$ cat config.mk
export PLATFORM = sky130hd
export DESIGN_NAME = vpsf_stream_flow
export DESIGN_NICKNAME = d
export VERILOG_FILES = /design/src/vpsf_pkg.sv /design/src/vpsf_buf.sv /design/src/vpsf_sync_edge.sv /design/src/vpsf_stream_flow.sv
export SDC_FILE = /design/constraint.sdc
export NUM_CORES = 1
export LEC_CHECK = 0
export BUFFER_PORTS_ARGS = -buffer_cell sky130_fd_sc_hd__buf_4
export CAP_MARGIN = 5
export CORE_MARGIN = 3
export CORE_UTILIZATION = 60
export CTS_BUF_LIST = sky130_fd_sc_hd__clkbuf_4 sky130_fd_sc_hd__clkbuf_8
export DETAILED_ROUTE_END_ITERATION = 12
export PLACE_DENSITY_LB_ADDON = 0.08
export SYNTH_ARGS = -nofsm -noshare
export SYNTH_HDL_FRONTEND = slang
export SYNTH_SLANG_ARGS = --single-unit
$ cat constraint.sdc
create_clock -name i_core_clk -period 4 [get_ports i_core_clk]
set_clock_uncertainty 0.1 [all_clocks]
set_input_delay 0.2 -clock i_core_clk [delete_from_list [all_inputs] [get_ports i_core_clk]]
set_output_delay 0.2 -clock i_core_clk [all_outputs]
set_load 0.05 [all_outputs]
$ cat src/vpsf_pkg.sv
// Shared constants and types of the video pattern stream flow shell
package vpsf_pkg;

   // ==========================================================================
   // Widths and depths
   // ==========================================================================
   localparam int unsigned PIX_W     = 24;   // Pixel data width
   localparam int unsigned BUF_DEPTH = 2;    // Entries in the pixel buffer
   localparam int unsigned PTR_W     = 1;    // Index width of the buffer
   localparam int unsigned EXT_IRQ_W = 6;    // Width of the external irq bundle

   // ==========================================================================
   // Counts and limits
   // ==========================================================================
   localparam logic [2:0] FLUSH_CYCLES = 3'h7;  // Input pause after a line end
   localparam logic [2:0] FLUSH_NONE   = 3'h0;
   localparam logic [2:0] FLUSH_LAST   = 3'h1;
   localparam logic [1:0] OCC_EMPTY    = 2'h0;
   localparam logic [1:0] OCC_FULL     = 2'h2;  // Buffer occupancy when full

   // ==========================================================================
   // Carriers
   // ==========================================================================
   typedef struct packed {
      logic [PIX_W-1:0] data;
      logic             sof;   // Start of frame marker
      logic             eol;   // End of line marker
   } vpsf_pixel_type;

   localparam vpsf_pixel_type PIXEL_RST = '0;

   // ==========================================================================
   // Flow states
   // ==========================================================================
   typedef enum logic [2:0] {
      ST_IDLE   = 3'b001,
      ST_STREAM = 3'b010,
      ST_FLUSH  = 3'b100
   } vpsf_state_type;

endpackage

$ cat src/vpsf_buf.sv
// Two-entry pixel buffer with valid and ready on both sides
`timescale 1ns/1ps
`default_nettype none
module vpsf_buf (
   input  wire logic                    i_core_clk,
   input  wire logic                    i_reset,
   input  wire logic                    i_push,
   input  wire vpsf_pkg::vpsf_pixel_type i_pix,
   output logic                         o_in_ready,
   input  wire logic                    i_pop,
   output logic                         o_out_valid,
   output vpsf_pkg::vpsf_pixel_type     o_pix
);

   // ==========================================================================
   // State
   // ==========================================================================
   typedef struct packed {
      vpsf_pkg::vpsf_pixel_type [vpsf_pkg::BUF_DEPTH-1:0] mem;
      logic [vpsf_pkg::PTR_W-1:0]                         wr_ptr;
      logic [vpsf_pkg::PTR_W-1:0]                         rd_ptr;
      logic [1:0]                                         count;
   } vpsf_buf_state_type;

   vpsf_buf_state_type q;
   vpsf_buf_state_type n;
   logic               do_push;
   logic               do_pop;

   // Honest full and empty from the count
   assign o_in_ready  = (q.count != vpsf_pkg::OCC_FULL);
   assign o_out_valid = (q.count != vpsf_pkg::OCC_EMPTY);
   assign o_pix       = q.mem[q.rd_ptr];

   // Next state of storage and pointers
   always_comb begin
      n       = q;
      do_push = i_push && o_in_ready;
      do_pop  = i_pop && o_out_valid;
      for (int e = 0; e < vpsf_pkg::BUF_DEPTH; e++) begin
         if (do_push && (q.wr_ptr == e[vpsf_pkg::PTR_W-1:0])) begin
            n.mem[e] = i_pix;
         end
      end
      if (do_push) begin
         n.wr_ptr = q.wr_ptr + 1'b1;
      end
      if (do_pop) begin
         n.rd_ptr = q.rd_ptr + 1'b1;
      end
      n.count = 2'(q.count + {1'b0, do_push} - {1'b0, do_pop});
   end

   // State register
   always_ff @(posedge i_core_clk) begin
      if (i_reset) begin
         q <= '0;
      end else begin
         q <= n;
      end
   end

endmodule // vpsf_buf
`default_nettype wire

$ cat src/vpsf_sync_edge.sv
// Frame sync edge detector and active video sampler
`timescale 1ns/1ps
`default_nettype none
module vpsf_sync_edge (
   input  wire logic i_core_clk,
   input  wire logic i_reset,
   input  wire logic i_clk_en,
   input  wire logic i_vsync,
   input  wire logic i_active_video,
   output logic      o_vsync_rise,
   output logic      o_active
);

   // ==========================================================================
   // State
   // ==========================================================================
   typedef struct packed {
      logic vs;
      logic rise;
      logic act;
   } vpsf_edge_state_type;

   vpsf_edge_state_type q;
   vpsf_edge_state_type n;

   assign o_vsync_rise = q.rise;
   assign o_active     = q.act;

   // Rising edge of vertical sync, frozen when disabled
   always_comb begin
      n = q;
      if (i_clk_en) begin
         n.vs   = i_vsync;
         n.rise = i_vsync && !q.vs;
         n.act  = i_active_video;
      end
   end

   // State register
   always_ff @(posedge i_core_clk) begin
      if (i_reset) begin
         q <= '0;
      end else begin
         q <= n;
      end
   end

endmodule // vpsf_sync_edge
`default_nettype wire

$ cat src/vpsf_stream_flow.sv
// Streaming flow-control shell of the video pattern generator
//
// Function
// - Both pixel ports follow the stream protocol
// - Output valid drops once buffers run empty
// - Input ready drops once buffers fill
// - One pixel in, one out per cycle
// - Seven-cycle input pause after each line end
// - No control port; irq held low in every build
// - External irq bundle held low in every build
// - Blanking and hsync inputs present but ignored
// - Vertical sync serves as frame reference
// - Active video input marks valid video
// - Transfer needs ready, valid, enable, reset released
// - Enable low freezes everything; reset still acts
// - Start of frame on first pixel only
// - End of line on last pixel only
`timescale 1ns/1ps
`default_nettype none
module vpsf_stream_flow #(
   parameter bit HAS_CTRL_PORT = 1'b0,  // No control port; o_irq held low either way
   parameter bit HAS_EXT_IRQ   = 1'b0,  // External irq bundle held low either way
   parameter bit HAS_TIMING    = 1'b1   // Let vertical sync arm start of frame
) (
   input  wire logic                            i_core_clk,
   input  wire logic                            i_reset,
   input  wire logic                            i_clk_en,
   input  wire logic [vpsf_pkg::PIX_W-1:0]      i_s_axis_video_tdata,
   input  wire logic                            i_s_axis_video_tvalid,
   input  wire logic                            i_s_axis_video_tuser,
   input  wire logic                            i_s_axis_video_tlast,
   output logic                                 o_s_axis_video_tready,
   output logic [vpsf_pkg::PIX_W-1:0]           o_m_axis_video_tdata,
   output logic                                 o_m_axis_video_tvalid,
   input  wire logic                            i_m_axis_video_tready,
   output logic                                 o_m_axis_video_tuser,
   output logic                                 o_m_axis_video_tlast,
   input  wire logic                            i_hblank,
   input  wire logic                            i_hsync,
   input  wire logic                            i_vblank,
   input  wire logic                            i_vsync,
   input  wire logic                            i_active_video,
   output logic                                 o_irq,
   output logic [vpsf_pkg::EXT_IRQ_W-1:0]       o_ext_irq_ctrl_bundle
);

   // ==========================================================================
   // State of the shell
   // ==========================================================================
   typedef struct packed {
      vpsf_pkg::vpsf_state_type           state;
      logic [2:0]                         flush_cnt;   // Cycles of pause left
      logic [1:0]                         occ;         // Words held in buffer
      logic                               s_ready;     // Registered input ready
      logic                               m_valid;     // Output register full
      vpsf_pkg::vpsf_pixel_type           m_pix;       // Output register word
      logic                               sof_arm;     // Frame sync seen
      logic                               irq;
      logic [vpsf_pkg::EXT_IRQ_W-1:0]     ext_irq;
   } vpsf_top_state_type;

   localparam vpsf_top_state_type TOP_RST = '{
      state:     vpsf_pkg::ST_IDLE,
      flush_cnt: vpsf_pkg::FLUSH_NONE,
      occ:       vpsf_pkg::OCC_EMPTY,
      s_ready:   1'b0,
      m_valid:   1'b0,
      m_pix:     vpsf_pkg::PIXEL_RST,
      sof_arm:   1'b0,
      irq:       1'b0,
      ext_irq:   '0
   };

   vpsf_top_state_type       q;
   vpsf_top_state_type       n;

   // ==========================================================================
   // Internal nets
   // ==========================================================================
   logic                     in_take;      // Input transfer this cycle
   logic                     out_take;     // Output transfer this cycle
   logic                     buf_push;
   logic                     buf_pop;
   logic                     buf_in_ready;
   logic                     buf_out_valid;
   vpsf_pkg::vpsf_pixel_type buf_out_pix;
   vpsf_pkg::vpsf_pixel_type in_pix;
   logic                     vs_rise;
   logic                     active_q;
   logic                     unused_timing;

   // ==========================================================================
   // Outputs, each straight from the state register
   // ==========================================================================
   // stream signals driven from flops
   assign o_s_axis_video_tready = q.s_ready;
   assign o_m_axis_video_tvalid = q.m_valid;
   assign o_m_axis_video_tdata  = q.m_pix.data;
   assign o_m_axis_video_tuser  = q.m_pix.sof;
   assign o_m_axis_video_tlast  = q.m_pix.eol;
   assign o_irq                 = q.irq;
   assign o_ext_irq_ctrl_bundle = q.ext_irq;

   assign unused_timing = i_hblank ^ i_hsync ^ i_vblank;

   // ==========================================================================
   // Transfer qualifiers
   // ==========================================================================
   // handshake with enable and reset
   assign in_take  = i_clk_en && !i_reset && i_s_axis_video_tvalid && q.s_ready
                     && buf_in_ready;
   assign out_take = i_clk_en && !i_reset && q.m_valid && i_m_axis_video_tready;

   // Buffer moves words into the output register when it is free or leaving
   assign buf_push = in_take;
   assign buf_pop  = i_clk_en && buf_out_valid && (!q.m_valid || i_m_axis_video_tready);

   // start of frame from input or armed frame sync
   always_comb begin
      in_pix      = vpsf_pkg::PIXEL_RST;
      in_pix.data = i_s_axis_video_tdata;
      in_pix.sof  = i_s_axis_video_tuser || (q.sof_arm && active_q);
      // end of line passes with its pixel
      in_pix.eol  = i_s_axis_video_tlast;
   end

   // ==========================================================================
   // Frame sync detection
   // ==========================================================================
   // Vertical sync rising edge and sampled active video
   vpsf_sync_edge u_sync_edge (
      .i_core_clk     (i_core_clk),
      .i_reset        (i_reset),
      .i_clk_en       (i_clk_en),
      .i_vsync        (i_vsync),
      .i_active_video (i_active_video),
      .o_vsync_rise   (vs_rise),
      .o_active       (active_q)
   );

   // ==========================================================================
   // Pixel buffer
   // ==========================================================================
   // Two words of slack between input and output register
   vpsf_buf u_buf (
      .i_core_clk  (i_core_clk),
      .i_reset     (i_reset),
      .i_push      (buf_push),
      .i_pix       (in_pix),
      .o_in_ready  (buf_in_ready),
      .i_pop       (buf_pop),
      .o_out_valid (buf_out_valid),
      .o_pix       (buf_out_pix)
   );

   // ==========================================================================
   // Next state
   // ==========================================================================
   always_comb begin
      n = q;

      if (buf_pop) begin
         n.m_valid = 1'b1;
         n.m_pix   = buf_out_pix;
      end else if (out_take) begin
         n.m_valid = 1'b0;
      end

      // Mirror of buffer occupancy for the ready decision
      n.occ = 2'(q.occ + {1'b0, buf_push} - {1'b0, buf_pop});

      // vertical sync arms start of frame
      if (HAS_TIMING && vs_rise) begin
         n.sof_arm = 1'b1;
      end else if (in_take && q.sof_arm && active_q) begin
         // arm consumed only in active video
         n.sof_arm = 1'b0;
      end

      // Flow state and flush counter
      case (q.state)
         vpsf_pkg::ST_IDLE: begin
            n.state = vpsf_pkg::ST_STREAM;
         end
         vpsf_pkg::ST_STREAM: begin
            if (in_take && i_s_axis_video_tlast) begin
               n.state     = vpsf_pkg::ST_FLUSH;
               n.flush_cnt = vpsf_pkg::FLUSH_CYCLES;
            end
         end
         vpsf_pkg::ST_FLUSH: begin
            n.flush_cnt = q.flush_cnt - 3'h1;
            if (q.flush_cnt == vpsf_pkg::FLUSH_LAST) begin
               n.state = vpsf_pkg::ST_STREAM;
            end
         end
         default: begin
            n.state     = vpsf_pkg::ST_IDLE;
            n.flush_cnt = vpsf_pkg::FLUSH_NONE;
         end
      endcase

      // ready only while a slot stays free
      n.s_ready = (n.state == vpsf_pkg::ST_STREAM) && (n.occ != vpsf_pkg::OCC_FULL);

      n.irq = HAS_CTRL_PORT && 1'b0;
      // external irq bundle absent, held low
      n.ext_irq = HAS_EXT_IRQ ? '0 : '0;

      if (!i_clk_en) begin
         n = q;
      end
   end

   // ==========================================================================
   // State register
   // ==========================================================================
   // reset acts even when enable is low
   always_ff @(posedge i_core_clk) begin
      if (i_reset) begin
         q <= TOP_RST;
      end else begin
         q <= n;
      end
   end

endmodule // vpsf_stream_flow
`default_nettype wire

==> summary.txt, run 1 <==
Placement
  – HPWL Detailed: 5.06 mm
  – IO buf count: 60
  – Routability cong.: 0.788

Flow run
  – Max cap viols: 0

Power and ir drop
  – Tot Pwr: 3.04 mW
  – Peak VDD IR: 0.478 mV
  – Pwr dens: 639 nW/um^2
  – Leakage power: 1.74 nW

Global route
  – Total grt overflow: 0
  – Initial antenna violation count: 0
  – Number of global-route vias before repair: 3147
  – GRT Util Overall: 21.1%
  – First-pass GRT wire length: 14.3 mm
  – Pin count of the biggest net entering global routing: 93

Worst hold path
  – Hold crit path type: input pin to flip-flop

Floorplan
  – Core Box Area: 6600 sq um
  – Starting Density: 64.1%
  – Die H: 90.0 um
  – I/O pin total: 71
  – # rows: 29
  – Die Width: 90.0 um
  – Die footprint: 8100 sq um

Timing
  – Slew headroom: 21.0%
  – Fmax: 429 MHz
  – Tmin final: 2.33 ns
  – Unrepaired setup endpoints after global routing: false
  – Final setup vio count: 0
  – Worst Max-Slew Pin Slew: 1.18 ns
  – Crit share post-route: 58.3%
  – Final Max Tran Viols: 0
  – Final Hold Viols: 0
  – Final setup TNS: 0 ns

Logic synthesis
  – Cell variety after synth: 40
  – Cell Area, Synth: 4230 sq um
  – Largest area contributor in the netlist: dfxtp_1
  – Dominant cells by area after synthesis: dfxtp_1, nand2_1, a21oi_1
  – Synth warn: 0
  – EDFF count, synth: 0
  – Avg Cell Area, Syn: 8.73 sq um
  – Top-area cell type share of the netlist area: 45.4%
  – Async SR Flop Fraction: 0%
  – Register bit count reported by yosys: 96
  – Dominant synthesized flop cell: dfxtp_1
  – Seq/Total Area, Yosys: 45.4%
  – Synth Instances: 485

Layout
  – Share of cells above drive strength 1: 18.0%
  – ANT cells: 0
  – Post-layout nets: 560
  – Number of fill cells in the layout: 556
  – Synthesis-to-layout area growth: 12.6%

Routing
  – Wire length per cell: 13.7 um
  – Router iterations before antenna repair: 4
  – Vias/cell: 5.24
  – ANT nets after route: 0
  – Via count: 3229
  – Drt drc: 0
  – Routed Wire Length: 8.46 mm
  – Number of DRC markers in iteration 0: 167

Clock tree
  – Clock sink count: 96
  – H-tree depth: 3
  – CTS max path bufs: 2
  – Setup bufs post-CTS: 0
  – CTS tree: built
  – Post-cts sizing count: 0
  – Reg clk slew, reported paths: 0.08 ns
  – Root Buffer: clkbuf_8
  – Clock Latency Late Sink: 0.36 ns
  – CTS buffer count: 9

Worst setup path
  – CP Max Fanout: 27
  – CP endpoint kind: flip-flop
  – Crit path DAT: 2.50 ns
  – Kind of critical path: flip-flop to flip-flop
  – CP required: 4.17 ns
  – Startpoint type of the worst setup path: flip-flop

Run status
  – Status: finished clean
[timing repair]
item | 4_1_cts | 5_1_grt
hold buffers | 19 | 1
setup endpoints to repair | 0 | 0
endpoints found under the hold margin | 30 | 1
[cell usage in the layout, fill, tap and decap left out, types with 8 or more instances in the layout]
master         count
nand2_1          105
buf_4             62
nor2_1            39
a21oi_1           58
dlygate4sd3_1     20
inv_1              8
clkbuf_8           9
a211oi_1          26
mux2i_1           29
dfxtp_1           95
[cell type report]
class / count / area (sq um) / area share, %
tap: 93 / 116 / 2.44
inverter: 8 / 30.0 / 0.630
timing repair buffer: 82 / 666 / 14.0
clock buffer: 10 / 131 / 2.76
multi-input combinational: 321 / 1850 / 38.9
clock inverter: 6 / 43.8 / 0.919
sequential: 96 / 1920 / 40.4
[where the power goes]
| part | switching, mW | internal, mW | leakage (nW) | total (mW) |
|---|---|---|---|---|
| Combinational | 0.763 | 0.425 | 0.870 | 1.19 |
| Clock | 0.336 | 0.237 | 0.0905 | 0.573 |
| Sequential | 0.167 | 1.12 | 0.777 | 1.28 |
| Total | 1.27 | 1.78 | 1.74 | 3.04 |
[flip-flops by register name (all words and copies together), names as in the netlist]
register / cells
u_sync_edge.o_vsync_rise: 1
o_m_axis_video_tvalid: 1
u_sync_edge.q: 1
o_s_axis_video_tready: 1
q: 9
u_sync_edge.o_active: 1
o_m_axis_video_tuser: 1
u_buf.q: 56
o_m_axis_video_tdata: 24
o_m_axis_video_tlast: 1
[synthesized netlist by cell type, drive strengths merged, types with 2 or more instances]
| library cell | n |
|---|---|
| buf | 54 |
| nand3 | 2 |
| o221a | 5 |
| nand2 | 105 |
| nor2b | 2 |
| inv | 8 |
| a211oi | 28 |
| ha | 6 |
| a21oi | 60 |
| clkbuf | 12 |
| xor2 | 3 |
| nand2b | 6 |
| o21ai | 5 |
| o211ai | 2 |
| xnor2 | 4 |
| nor2 | 39 |
| or2b | 3 |
| nand3b | 3 |
| dfxtp | 96 |
| mux2i | 29 |
[logic make-up after synthesis]
group	after synthesis	synth area share, %
XOR/XNOR	7	1.45
AO/OA/AOI/OAI	104	16.2
multiplexers	29	6.86
adder cells (fa/ha/maj)	6	1.77
buffers and inverters	74	11.3
other	1	0.0886
flip-flops	96	45.4
AND/OR/NAND/NOR	168	16.9
[metal layers]
metal	up-vias	global-route usage, %	wire [um]
li1	1653	-	-
met2	72	36.7	4240
met3	8	5.68	384
met4	0	4.97	83
met1	1496	26.3	3750
met5	-	0	0
[path summary, 6_finish.rpt]
path / from / endpoint / slack (ns) / cells after the start
hold reg to reg: u_buf.q[24]$_SDFFE_PP0P_ / u_buf.q[24]$_SDFFE_PP0P_ / 0.36 / 2
setup / recovery: o_s_axis_video_tready$_SDFFE_PP0P_ / u_buf.q[31]$_SDFFE_PP0P_ / 1.67 / 4
setup reg to reg: o_s_axis_video_tready$_SDFFE_PP0P_ / u_buf.q[31]$_SDFFE_PP0P_ / 1.67 / 4
hold / removal: i_s_axis_video_tdata[9] / u_buf.q[41]$_SDFFE_PP0P_ / 0.005 / 3
[stage by stage]
stage | hold WS (ns) | area (sq um) | cells | utilization (%) | setup WS (ns)
3_5_place_dp | 0.347 | 4390 | 580 | 66.5 | 1.58
2_1_floorplan | 0.236 | 4260 | 491 | - | 1.65
6_report | 0.00474 | 4760 | 616 | 72.1 | 1.67
5_1_grt | 0.00445 | 4760 | 616 | 72.1 | 1.47
3_3_place_gp | 0.340 | 4390 | 580 | 66.5 | 1.59
4_1_cts | 0.000133 | 4750 | 615 | 72.0 | 1.65
[critical path, stage by stage, from the launching register on]
cell      delay, ns
dfxtp_1        0.36
and4b_1        0.43
and3_1         1.02
nor2_1         0.11
a211oi_2       0.23
Note: power is estimated with default switching activity, not from simulation.
==> run 2, diff against run 1 <==
Settings changed: CORE_UTILIZATION 60 to 58.
Clock period 4 ns to 2.2 ns, I/O delays scaled along.
==> run 2 against run 1 <==
Final area rose by 4.0%. Die area up 3.2%. Core utilization is 0.76 points lower. Hold slack gained 0.039 ns. Clock power is 88% higher. Sequential power up 77%. Wire length up 3.2%. Sequential share of layout area shrank 1.5 points. Largest cell class unchanged. Largest power group is now combinational logic.
==> summary.txt, run 2 (synthesis results as in run 1) <==
Clock tree
  – Clock Latency Late Sink: 0.35 ns
  – CTS buffer count: 9
  – CTS tree: built
  – Post-cts sizing count: 0
  – CTS max path bufs: 2
  – H-tree depth: 3
  – Root Buffer: clkbuf_8
  – Setup bufs post-CTS: 0
  – Clock sink count: 96
  – Hold Buf Count CTS: 28
  – Reg clk slew, reported paths: 0.09 ns

Worst setup path
  – CP required: 2.30 ns
  – Kind of critical path: input pin to flip-flop
  – Flop2flop setup slack: 0.23 ns
  – Startpoint type of the worst setup path: input pin
  – CP Max Fanout: 3
  – CP endpoint kind: flip-flop
  – Crit path DAT: 2.09 ns

Floorplan
  – Die H: 91.4 um
  – # rows: 30
  – Starting Density: 61.0%
  – I/O pin total: 71
  – Die footprint: 8360 sq um
  – Die Width: 91.4 um
  – Core Box Area: 6940 sq um

Layout
  – Most frequent cells in the layout: nand2_1, dfxtp_1, buf_4
  – Commonest non-fill, non-tap cell in the layout: nand2_1
  – Largest register FFs: 56
  – Post-layout nets: 577
  – Share of cells above drive strength 1: 19.4%
  – ANT cells: 0
  – Largest Register: u_buf.q
  – Synthesis-to-layout area growth: 17.1%

Timing
  – Fmax: 504 MHz
  – Final worst slack: 0.215 ns
  – Slew headroom: 36.2%
  – Worst Max-Slew Pin Slew: 0.957 ns
  – Final setup TNS: 0 ns
  – Tmin final: 1.99 ns
  – Final Max Tran Viols: 0
  – Unrepaired setup endpoints after global routing: false
  – Final Hold Viols: 0
  – Crit share post-route: 90.2%
  – Final setup vio count: 0

Placement
  – Routability cong.: 0.793
  – IO buf count: 60
  – HPWL Detailed: 5.28 mm
  – Pre-CTS setup slack: 0.228 ns

Routing
  – ANT nets after route: 0
  – Routed Wire Length: 8.73 mm
  – Vias/cell: 5.19
  – Router iterations before antenna repair: 4
  – Wire length per cell: 13.7 um
  – Drt drc: 0
  – Number of DRC markers in iteration 0: 214
  – Via count: 3303

Power and ir drop
  – P_int: 3.30 mW
  – Switch Pwr: 2.34 mW
  – Switching Fraction: 41.4%
  – Clock share of power: 19.2%
  – Peak VDD IR: 0.667 mV
  – Leakage power: 1.82 nW
  – Pwr dens: 1140 nW/um^2
  – Combinational share of power: 40.6%
  – Flop pwr share: 40.2%

Global route
  – Number of global-route vias before repair: 3204
  – First-pass GRT wire length: 14.7 mm
  – Initial antenna violation count: 0
  – GRT Util Overall: 21.6%
  – Pin count of the biggest net entering global routing: 93
  – Total grt overflow: 0

Flow run
  – Max cap viols: 0

Run status
  – Status: finished clean

Worst hold path
  – Hold crit path type: input pin to flip-flop
[run 2: cell types whose count changed in the layout (fill, tap and decap cells not counted), moves of 2 or more]
cell           before  now
buf_4              62   69
dfxtp_2             1    3
dlygate4sd3_1      20   28
clkinv_2            2    0
dfxtp_1            95   93
clkinvlp_4          1    3
buf_12              0    2
[run 2: worst paths after layout]
kind | cells after the start | to | from
worst max register to register | 9 | o_s_axis_video_tready$_SDFFE_PP0P_ | o_s_axis_video_tready$_SDFFE_PP0P_
worst max-delay path | 10 | o_s_axis_video_tready$_SDFFE_PP0P_ | i_m_axis_video_tready
worst min register to register | 2 | u_buf.q[32]$_SDFFE_PP0P_ | u_buf.q[32]$_SDFFE_PP0P_
worst min-delay path | 3 | u_buf.q[31]$_SDFFE_PP0P_ | i_s_axis_video_tuser
[run 2: power groups by stage]
stage / clock network [mW] / registers (mW) / logic (mW)
after detailed placement: 0 / 2.30 / 2.26
after global routing: 1.17 / 2.31 / 2.45
after global placement: 0 / 2.29 / 2.22
after floorplan: 0 / 2.28 / 1.95
after CTS: 1.11 / 2.27 / 2.30
final: 1.08 / 2.27 / 2.29
[run 2: worst max-delay path, cell delays in order]
cell,delay [ns]
dlygate4sd3_1,0.54
buf_4,0.14
o221a_2,0.24
ha_1,0.28
inv_1,0.05
ha_1,0.14
xor2_1,0.21
xnor2_1,0.08
o21ai_0,0.19
o32ai_2,0.10
[run 2: area by class of cell]
type	count	area, sq um
clock buffer	10	138
fill	556	1990
multi-input combinational	321	1850
clock inverter	6	51.3
timing repair buffer	99	838
sequential	96	1930
inverter	8	30.0
tap	96	120
[run 2: metal layers]
metal	wire length, um	track usage (%)	share of wire (%)
met5	0	0	0
met2	4250	35.9	49
met1	3970	27.6	45
met4	144	8.54	1.6
met3	370	3.81	4.2
[run 2: through the flow]
| stage | hold slack (ns) | power (mW) | util [%] | cell area [sq um] | cells |
|---|---|---|---|---|---|
| floorplan | 0.146 | 4.23 | - | 4260 | 491 |
| global placement | 0.257 | 4.52 | 64.6 | 4490 | 592 |
| finish | 0.0434 | 5.64 | 71.4 | 4960 | 636 |
| detailed placement | 0.264 | 4.56 | 64.6 | 4490 | 592 |
| CTS | 0.0352 | 5.68 | 71.4 | 4960 | 636 |
| global route | 0.0523 | 5.94 | 71.4 | 4960 | 636 |
